===== src/design/opc_pkg.sv =====
package opc_pkg;
	// Register offsets (printed offsets are not multiples of four: index, byte address = 4*index)
	localparam logic [15:0] OPC_IDX_SCRATCH = 16'h4009;
	localparam logic [15:0] OPC_IDX_CTRL = 16'h400a;
	localparam logic [15:0] OPC_IDX_KEY = 16'h4008;
	localparam logic [15:0] OPC_IDX_STATUS = 16'h400b;
	localparam logic [15:0] OPC_UNLOCK_VALUE = 16'h9716;
	// Control field positions
	localparam int OPC_BIT_PROG = 15;
	localparam int OPC_BIT_MEM = 13;
	localparam int OPC_BIT_FINAL = 11;
	localparam int OPC_BIT_VERIFY = 10;
	localparam int OPC_BIT_WRITE = 9;
	localparam int OPC_BIT_READ = 8;
	localparam int OPC_BIT_MARGIN_HI = 7;
	localparam int OPC_BIT_MARGIN_LO = 6;
	localparam int OPC_BIT_BULK = 5;
	localparam int OPC_BIT_PAGE_HI = 1;
	localparam int OPC_BIT_PAGE_LO = 0;
	// Reset values
	localparam logic [15:0] OPC_SCRATCH_RST = 16'h0000;
	localparam logic OPC_MEM_RST = 1'b1;
	localparam logic [1:0] OPC_MARGIN_RST = 2'h0;
	localparam logic [1:0] OPC_PAGE_RST = 2'h0;
	// Command busy time in cycles
	localparam int OPC_CMD_CYCLES = 4;
	// Margin encodings
	typedef enum logic [1:0] {
		OPC_MARGIN_NORMAL = 2'h0,
		OPC_MARGIN_RSVD = 2'h1,
		OPC_MARGIN_1 = 2'h2,
		OPC_MARGIN_2 = 2'h3
	} opc_margin_e;
	typedef enum logic [2:0] {
		OPC_CMD_NONE,
		OPC_CMD_READ,
		OPC_CMD_WRITE,
		OPC_CMD_VERIFY,
		OPC_CMD_FINAL
	} opc_cmd_e;
	// Command issued towards the memory macro
	typedef struct packed {
		logic valid;
		logic [2:0] cmd;
		logic mem_otp;
		logic all_pages;
		logic [2:0] page;
		logic [1:0] margin;
	} opc_cmd_s;
endpackage


===== src/design/opc_page_map.sv =====
`timescale 1ns/1ps
module opc_page_map
	import opc_pkg::*;
(
	input wire logic mem_otp,
	input wire logic [1:0] page_code,
	output logic [2:0] page,
	output logic reserved
);
	// Translate the page code into a physical page number
	always_comb
	begin
		reserved = 1'b0;
		if (mem_otp)
		begin
			page = {1'b0, page_code};
		end
		else
		begin
			page = 3'({1'b0, page_code} + 3'h2);
			reserved = (page_code == 2'h3);
		end
	end
endmodule // opc_page_map


===== src/design/opc_wb_slave.sv =====
`timescale 1ns/1ps
module opc_wb_slave
	import opc_pkg::*;
(
	input wire logic ref_clk,
	input wire logic reset,
	input wire logic wb_cyc_i,
	input wire logic wb_stb_i,
	input wire logic wb_we_i,
	input wire logic [17:2] wb_adr_i,
	output logic wb_ack_o,
	output logic req_wr,
	output logic req_rd,
	output logic [15:0] req_idx
);
	logic ack_r;
	// Single-wait acknowledge, dropped in the cycle after it is given
	always_ff @(posedge ref_clk)
	begin
		if (reset)
			ack_r <= 1'b0;
		else
			ack_r <= wb_cyc_i && wb_stb_i && !ack_r;
	end
	assign wb_ack_o = ack_r;
	assign req_idx = wb_adr_i;
	// Strobes fire with the acknowledge edge
	assign req_wr = ack_r && wb_we_i;
	assign req_rd = ack_r && !wb_we_i;
endmodule // opc_wb_slave


===== src/design/opc_otp_control.sv =====
// The Wishbone interface to the registers was left to the implementer.
`timescale 1ns/1ps
// Overview of operation
// - 16-bit scratch register, no hardware effect
// - Scratch kept across battery-backup state
// - Writing 1 enters programming state
// - Programming state sticky until device reset
// - Memory select: 0 emulation, 1 one-time
// - Finalise command blocks later one-time programming
// - Verify bit starts verify command
// - Write bit starts write command
// - Read bit starts read command
// - Margin field selects read/verify sensing
// - Bulk bit: single page or all
// - One-time memory pages 0 to 3
// - Emulation pages 2 to 4, code 3 reserved
// - Key guards all fields but bulk/page
module opc_otp_control
	import opc_pkg::*;
#(
	parameter int CMD_CYCLES = OPC_CMD_CYCLES
)
(
	input wire logic ref_clk,
	input wire logic reset,
	input wire logic backup_reset,
	input wire logic wb_cyc_i,
	input wire logic wb_stb_i,
	input wire logic wb_we_i,
	input wire logic [17:2] wb_adr_i,
	input wire logic [3:0] wb_sel_i,
	input wire logic [31:0] wb_dat_i,
	output logic [31:0] wb_dat_o,
	output logic wb_ack_o,
	output logic wb_err_o,
	input wire logic cmd_done,
	output opc_cmd_s cmd_o,
	output logic program_state_o
);
	// Bus strobes from the slave
	logic req_wr;
	logic req_rd;
	logic [15:0] req_idx;

	// Register fields
	logic [15:0] host_scratch_word_r;
	logic key_open_r;
	logic key_open_nxt;
	logic program_state_select_r;
	logic program_state_select_nxt;
	logic mem_otp_r;
	logic [1:0] read_margin_level_r;
	logic all_pages_select_r;
	logic [1:0] page_code_r;

	// Command path state
	logic finalised_r;
	logic finalised_nxt;
	logic refused_r;
	logic busy_r;
	logic [7:0] busy_cnt_r;
	logic [7:0] busy_cnt_nxt;
	opc_cmd_s cmd_r;

	// Read path
	logic [31:0] dat_r;
	logic [31:0] dat_nxt;
	logic rd_req;

	// Decode helpers
	logic [2:0] page_phys;
	logic page_rsvd;
	logic [15:0] wdata;
	logic lo_we;
	logic hi_we;
	logic ctrl_wr;
	logic scratch_wr;
	logic key_wr;
	logic keyed_wr;
	logic [15:0] ctrl_view;
	opc_cmd_e cmd_sel;
	logic refuse_busy;
	logic refuse_state;
	logic refuse_page;
	logic refuse_final;
	logic cmd_refuse;

	// Bus slave handshake and decode
	opc_wb_slave u_slave (
		.ref_clk(ref_clk),
		.reset(reset),
		.wb_cyc_i(wb_cyc_i),
		.wb_stb_i(wb_stb_i),
		.wb_we_i(wb_we_i),
		.wb_adr_i(wb_adr_i),
		.wb_ack_o(wb_ack_o),
		.req_wr(req_wr),
		.req_rd(req_rd),
		.req_idx(req_idx)
	);

	// Page code translation
	opc_page_map u_map (
		.mem_otp(mem_otp_r),
		.page_code(page_code_r),
		.page(page_phys),
		.reserved(page_rsvd)
	);

	// Fixed error line and lane decode
	assign wb_err_o = 1'b0;
	assign wdata = wb_dat_i[15:0];
	assign lo_we = wb_sel_i[0];
	assign hi_we = wb_sel_i[1];

	// Write strobes, one per register target
	assign ctrl_wr = req_wr && (req_idx == OPC_IDX_CTRL);
	assign scratch_wr = req_wr && (req_idx == OPC_IDX_SCRATCH);
	assign key_wr = req_wr && (req_idx == OPC_IDX_KEY) && lo_we && hi_we;
	assign keyed_wr = ctrl_wr && key_open_r;

	// Read request, seen the cycle before the acknowledge
	assign rd_req = wb_cyc_i && wb_stb_i && !wb_we_i;

	// Scratch register, cleared only by the backup-domain reset
	always_ff @(posedge ref_clk)
	begin
		if (backup_reset)
			host_scratch_word_r <= OPC_SCRATCH_RST;
		else if (scratch_wr)
		begin
			if (lo_we)
				host_scratch_word_r[7:0] <= wdata[7:0];
			if (hi_we)
				host_scratch_word_r[15:8] <= wdata[15:8];
		end
	end

	// Security key: open only while the unlock value is held
	always_comb
	begin
		key_open_nxt = key_open_r;
		if (key_wr)
			key_open_nxt = (wdata == OPC_UNLOCK_VALUE);
	end

	// Key state register
	always_ff @(posedge ref_clk)
	begin
		if (reset)
			key_open_r <= 1'b0;
		else
			key_open_r <= key_open_nxt;
	end

	// Programming state: a keyed write of one enters it, no write leaves it
	always_comb
	begin
		program_state_select_nxt = program_state_select_r;
		if (ctrl_wr && hi_we && key_open_r && wdata[OPC_BIT_PROG])
			program_state_select_nxt = 1'b1;
	end

	// Programming state register, cleared by device reset only
	always_ff @(posedge ref_clk)
	begin
		if (reset)
			program_state_select_r <= 1'b0;
		else
			program_state_select_r <= program_state_select_nxt;
	end

	// Memory select, keyed
	always_ff @(posedge ref_clk)
	begin
		if (reset)
			mem_otp_r <= OPC_MEM_RST;
		else if (keyed_wr && hi_we)
			mem_otp_r <= wdata[OPC_BIT_MEM];
	end

	// Read margin level, keyed
	always_ff @(posedge ref_clk)
	begin
		if (reset)
			read_margin_level_r <= OPC_MARGIN_RST;
		else if (keyed_wr && lo_we)
			read_margin_level_r <= wdata[OPC_BIT_MARGIN_HI:OPC_BIT_MARGIN_LO];
	end

	// Bulk select, not keyed
	always_ff @(posedge ref_clk)
	begin
		if (reset)
			all_pages_select_r <= 1'b0;
		else if (ctrl_wr && lo_we)
			all_pages_select_r <= wdata[OPC_BIT_BULK];
	end

	// Page code, not keyed
	always_ff @(posedge ref_clk)
	begin
		if (reset)
			page_code_r <= OPC_PAGE_RST;
		else if (ctrl_wr && lo_we)
			page_code_r <= wdata[OPC_BIT_PAGE_HI:OPC_BIT_PAGE_LO];
	end

	// Command choice from the written bits, highest bit first
	always_comb
	begin
		cmd_sel = OPC_CMD_NONE;
		if (ctrl_wr && hi_we && key_open_r)
		begin
			if (wdata[OPC_BIT_FINAL])
				cmd_sel = OPC_CMD_FINAL;
			else if (wdata[OPC_BIT_VERIFY])
				cmd_sel = OPC_CMD_VERIFY;
			else if (wdata[OPC_BIT_WRITE])
				cmd_sel = OPC_CMD_WRITE;
			else if (wdata[OPC_BIT_READ])
				cmd_sel = OPC_CMD_READ;
		end
	end

	// Reasons to refuse a chosen command
	assign refuse_busy = busy_r;
	assign refuse_state = !program_state_select_r;
	assign refuse_page = !all_pages_select_r && page_rsvd;
	assign refuse_final = finalised_r && mem_otp_r
		&& (cmd_sel == OPC_CMD_WRITE || cmd_sel == OPC_CMD_FINAL);
	assign cmd_refuse = refuse_busy || refuse_state || refuse_page || refuse_final;

	// Command issue: one-cycle pulse carrying the selection of that moment
	always_ff @(posedge ref_clk)
	begin
		if (reset)
			cmd_r <= '0;
		else
		begin
			cmd_r.valid <= 1'b0;
			if (cmd_sel != OPC_CMD_NONE && !cmd_refuse)
			begin
				cmd_r.valid <= 1'b1;
				cmd_r.cmd <= cmd_sel;
				cmd_r.mem_otp <= mem_otp_r;
				cmd_r.all_pages <= all_pages_select_r;
				cmd_r.page <= page_phys;
				cmd_r.margin <= read_margin_level_r;
			end
		end
	end

	// Refusal flag: set by a refused command, cleared by an accepted one
	always_ff @(posedge ref_clk)
	begin
		if (reset)
			refused_r <= 1'b0;
		else if (cmd_sel != OPC_CMD_NONE)
			refused_r <= cmd_refuse;
	end

	// Busy timer: loaded by an issued command, counts down while busy
	always_comb
	begin
		busy_cnt_nxt = busy_cnt_r;
		if (cmd_r.valid)
			busy_cnt_nxt = 8'(CMD_CYCLES);
		else if (busy_r)
			busy_cnt_nxt = 8'(busy_cnt_r - 8'h01);
	end

	// Busy timer register
	always_ff @(posedge ref_clk)
	begin
		if (reset)
			busy_cnt_r <= 8'h00;
		else
			busy_cnt_r <= busy_cnt_nxt;
	end

	// Busy until the memory reports done or the timer runs out
	always_ff @(posedge ref_clk)
	begin
		if (reset)
			busy_r <= 1'b0;
		else if (cmd_r.valid)
			busy_r <= 1'b1;
		else if (busy_r && (cmd_done || busy_cnt_r == 8'h01))
			busy_r <= 1'b0;
	end

	// Finalise latch: set by an issued finalise on the one-time memory
	always_comb
	begin
		finalised_nxt = finalised_r;
		if (cmd_r.valid && cmd_r.cmd == OPC_CMD_FINAL && cmd_r.mem_otp)
			finalised_nxt = 1'b1;
	end

	// Finalise register, kept until device reset
	always_ff @(posedge ref_clk)
	begin
		if (reset)
			finalised_r <= 1'b0;
		else
			finalised_r <= finalised_nxt;
	end

	// Control register as read back; command bits read as zero
	always_comb
	begin
		ctrl_view = 16'h0000;
		ctrl_view[OPC_BIT_PROG] = program_state_select_r;
		ctrl_view[OPC_BIT_MEM] = mem_otp_r;
		ctrl_view[OPC_BIT_MARGIN_HI:OPC_BIT_MARGIN_LO] = read_margin_level_r;
		ctrl_view[OPC_BIT_BULK] = all_pages_select_r;
		ctrl_view[OPC_BIT_PAGE_HI:OPC_BIT_PAGE_LO] = page_code_r;
	end

	// Read data selection by register index
	always_comb
	begin
		dat_nxt = 32'h0000_0000;
		unique case (wb_adr_i)
			OPC_IDX_SCRATCH: dat_nxt = {16'h0000, host_scratch_word_r};
			OPC_IDX_CTRL: dat_nxt = {16'h0000, ctrl_view};
			OPC_IDX_KEY: dat_nxt = {31'h0000_0000, key_open_r};
			OPC_IDX_STATUS: dat_nxt = {28'h000_0000, refused_r, finalised_r, busy_r, program_state_select_r};
			default: dat_nxt = 32'h0000_0000;
		endcase
	end

	// Read data, registered on the same edge that raises the acknowledge
	always_ff @(posedge ref_clk)
	begin
		if (reset)
			dat_r <= 32'h0000_0000;
		else if (rd_req)
			dat_r <= dat_nxt;
	end
	assign wb_dat_o = dat_r;

	assign cmd_o = cmd_r;
	assign program_state_o = program_state_select_r;
endmodule // opc_otp_control


===== config.mk =====
export PLATFORM = sky130hd
export DESIGN_NAME = opc_otp_control
export DESIGN_NICKNAME = d
export VERILOG_FILES = /design/src/design/opc_pkg.sv /design/src/design/opc_page_map.sv /design/src/design/opc_wb_slave.sv /design/src/design/opc_otp_control.sv
export SDC_FILE = /design/constraint.sdc
export NUM_CORES = 1
export LEC_CHECK = 0
export BUFFER_PORTS_ARGS = -buffer_cell sky130_fd_sc_hd__buf_2
export CAP_MARGIN = 10
export CORE_ASPECT_RATIO = 0.7
export CORE_MARGIN = 4
export CORE_UTILIZATION = 44
export DETAILED_ROUTE_END_ITERATION = 16
export GPL_TIMING_DRIVEN = 0
export PLACE_DENSITY = 0.71
export SYNTH_ARGS = -nofsm -noshare
export SYNTH_HDL_FRONTEND = slang
export SYNTH_SLANG_ARGS = --single-unit
export TNS_END_PERCENT = 20

===== constraint.sdc =====
create_clock -name ref_clk -period 1.52 [get_ports ref_clk]
set_clock_uncertainty 0.2 [all_clocks]
set_input_delay 0.076 -clock ref_clk [delete_from_list [all_inputs] [get_ports ref_clk]]
set_output_delay 0.076 -clock ref_clk [all_outputs]
set_load 0.02 [all_outputs]

==> metrics.md <==
| Metric | Value |
|---|---|
| Status | `complete, but fails checks` |
| Failing checks | `hold timing, setup timing` |
| Clock latency on the worst-skew pair | `0.35 ns` |
| RSZ-0062 raised after global routing | `yes` |
| # port buffers | `66` |
| Peak Freq | `just under 600 MHz` |
| Final hold violations | `1` |
| Ant. Diodes | `0` |
| CP Max Fanout | `7` |
| All-Layer GR Usage | `21.04%` |
| Max-cap violations | `0` |
| Fin cells | `512` |
| Cell area after placement | `3393 um^2` |
| 1st-iter DRT viols | `169` |
| CTS tree | `done` |
| Synth Flop Type | `dfxtp_1` |
| Final WL | `8.311 mm` |
| FFs w/ async S/R, synth | `0%` |
| Distinct cells, synth | `47` |
| Tmin final | `1.734 ns` |
| Power per Cell Area | `approximately 860 nW/um^2` |
| Synth area leaders | `dfxtp_1, mux2i_1, nor2_1` |
| Final ANT Viol Nets | `0` |
| Relative slew slack | `61.79%` |
| Core Area | `6306 um^2` |
| Layout area overhead | `39.31%` |
| # rows | `24` |
| Synth top area share | `a little over two fifths` |
| Avg WL per Cell | `between 15 and 20 um` |
| Sink Count | `63` |
| Yosys top cell by area | `dfxtp_1` |
| Longest Clk Path Bufs | `2` |
| EDFF count, synth | `0` |
| Sequential area share after synthesis | `43.73%` |
| Worst-path clk slew | `0.07 ns` |
| Share of cells above drive strength 1 | `36.41%` |
| Vias per Instance | `about 5.4` |
| Required @ worst endpoint | `1.60 ns` |
| Die Footprint | `7934 um^2` |
| Mapped cell area | `2884 um^2` |
| Critical-path cell list | `and2_4 -> nand4_1 -> buf_6 -> nor3b_4 -> buf_6 -> nand3_1 -> a21oi_1` |
| Nets | `491` |
| GP Congestion | `0.8277` |
| Chip height | `75.74 um` |
| Leak | `between 0.0015 and 0.002 uW` |
| Reg2Reg Setup Slack | `-0.21 ns` |
| Final setup violation count | `36` |
| Synth warn | `0` |
| DP Cell Count | `approximately 470` |
| Die width | `104.8 um` |
| Critical path type | `reg2reg` |
| Initial antenna violation count | `0` |
| Core Util, Final | `63.71%` |
| Overflow after GRT | `0` |
| Slew @ Worst Pin | `0.5732 ns` |
| # IOs | `105` |
| Crit. End Element | `register` |
| First-pass DRT Iterations | `6` |
| Initial core utilization | `45.73%` |
| Via count | `2776` |
| First-pass GRT wire length | `~13 mm` |
| Yosys reg bits | `63` |
| Synthesized instance count | `309` |
| Cts bufs inserted | `9` |
| Crit-path slowest cell | `dfxtp_4` |
| H-tree depth | `3` |
| Fillers | `approximately 550` |
| HPWL Detailed | `5.782 mm` |
| Period Utilization, post-route | `114.1%` |
| Slew Viols, Final | `0` |
| Endpoint arrival time on the critical path | `1.81 ns` |
| WHS | `-0.01956 ns` |
| Crit-path most repeated cell | `buf_6` |
| Worst setup margin | `-0.2139 ns` |
| Hold Crit Class | `in2reg` |
| Crit path largest cell delay | `0.34 ns` |
| DRC errors left | `0` |
| Syn Area/Cell | `between 9 and 10 um^2` |
| Peak supply drop | `around 0.00057 V` |
| Vias in the first global route | `between 2000 and 3000` |
| Startpoint types | `register` |
| Largest net degree at the start of global routing | `12` |
| Root Buffer | `clkbuf_8` |
| Final Instance Area | `4018 um^2` |
==> area by class of cell <==
type / count / area [um^2] / area share [%]
clock buffer: 11 / 152.6 / 3.799
sequential: 63 / 1274 / 31.70
multi-input combinational: 227 / 1609 / 40.05
tap: 78 / 97.59 / 2.429
clock inverter: 5 / 55.05 / 1.370
buffer: 30 / 193.9 / 4.827
inverter: 4 / 15.01 / 0.3737
timing repair buffer: 94 / 620.6 / 15.45
==> flip-flops by register name, indices dropped and copies added (netlist names) <==
signal               flops
key_open_r               1
read_margin_level_r      2
program_state_o          1
busy_cnt_r               8
refused_r                1
wb_dat_o                16
all_pages_select_r       1
host_scratch_word_r     16
page_code_r              2
busy_r                   1
mem_otp_r                1
u_slave.wb_ack_o         1
finalised_r              1
cmd_o                   11
==> Yosys cell counts, drive strengths merged, types with 3 or more instances <==
cell / count
nor4b: 7
or2: 3
clkbuf: 11
a22oi: 13
dfxtp: 63
o21ai: 16
nor3: 9
buf: 20
inv: 4
a21oi: 11
xnor2: 5
nand3: 12
mux2: 3
nand2: 15
nor2b: 10
nor2: 47
nand4: 6
nor4: 3
mux2i: 20
ha: 3
==> metrics by stage <==
stage | setup TNS (ns) | power, uW | setup WS [ns]
finish | -3.669 | 3472 | -0.2139
global placement | -19.65 | 1930 | -0.4582
detailed placement | -20.96 | 1932 | -0.4944
CTS | -4.707 | 3472 | -0.2001
floorplan | -3.049 | 1831 | -0.1085
global route | -6.362 | 3593 | -0.2449
==> metal layers <==
layer	track usage, %	vias to the layer above	part of all wire, %
met1	27.44	1315	42
met3	8.806	16	11
met2	31.84	138	45
met4	7.132	0	1.8
met5	0	-	0
li1	-	1307	-
==> final timing paths <==
| kind | start | cells past startpoint | end |
|---|---|---|---|
| max | u_slave.wb_ack_o$_SDFF_PP0_ | 7 | cmd_o[1]$_SDFFE_PP0P_ |
| min | wb_adr_i[17] | 5 | key_open_r$_SDFFE_PP0P_ |
| max reg2reg | u_slave.wb_ack_o$_SDFF_PP0_ | 7 | cmd_o[1]$_SDFFE_PP0P_ |
| min reg2reg | wb_dat_o[1]$_SDFFE_PP0P_ | 2 | wb_dat_o[1]$_SDFFE_PP0P_ |
==> what timing repair did <==
action	in CTS	in global routing
buffers inserted	2	5
setup endpoints to repair	39	56
endpoints found under the hold margin	30	9
hold buffers	17	5
gates cloned	0	0
gates resized for setup	11	31
pin swaps	15	12
==> placed cells by master (no fill, tap or decap), types with 7 or more instances in the layout <==
cell type,count
buf_2,67
dfxtp_1,55
nor2_1,46
dlygate4sd3_1,21
mux2i_1,20
buf_4,19
conb_1,17
nand2_1,13
a22oi_1,13
clkbuf_1,9
clkbuf_8,9
nand3_1,8
a21oi_1,8
nor2b_1,8
o21ai_0,7
dfxtp_2,7
==> kinds of logic after synthesis <==
family / Yosys count / synth area share (%)
flip-flops: 63 / 43.73
AND/OR/NAND/NOR: 124 / 25.38
AO/OA/AOI/OAI: 52 / 11.67
buffers and inverters: 35 / 6.768
adder cells (fa/ha/maj): 3 / 1.302
other: 1 / 0.1300
multiplexers: 24 / 8.894
XOR/XNOR: 7 / 2.126
==> critical path, delay by kind of cell, from the launching register on <==
family | cells | cell delay [ns]
AO/OA/AOI/OAI | 1 | 0.14
flip-flops | 1 | 0.34
AND/OR/NAND/NOR | 4 | 0.63
buffers and inverters | 2 | 0.36
==> power breakdown <==
part	total, uW	switching, uW	internal (uW)	leakage, uW
Clock	1520	668	851	0.000100
Combinational	303	170	134	0.00104
Sequential	1650	0.534	1650	0.000511
Note: power is estimated with default switching activity, not from simulation.
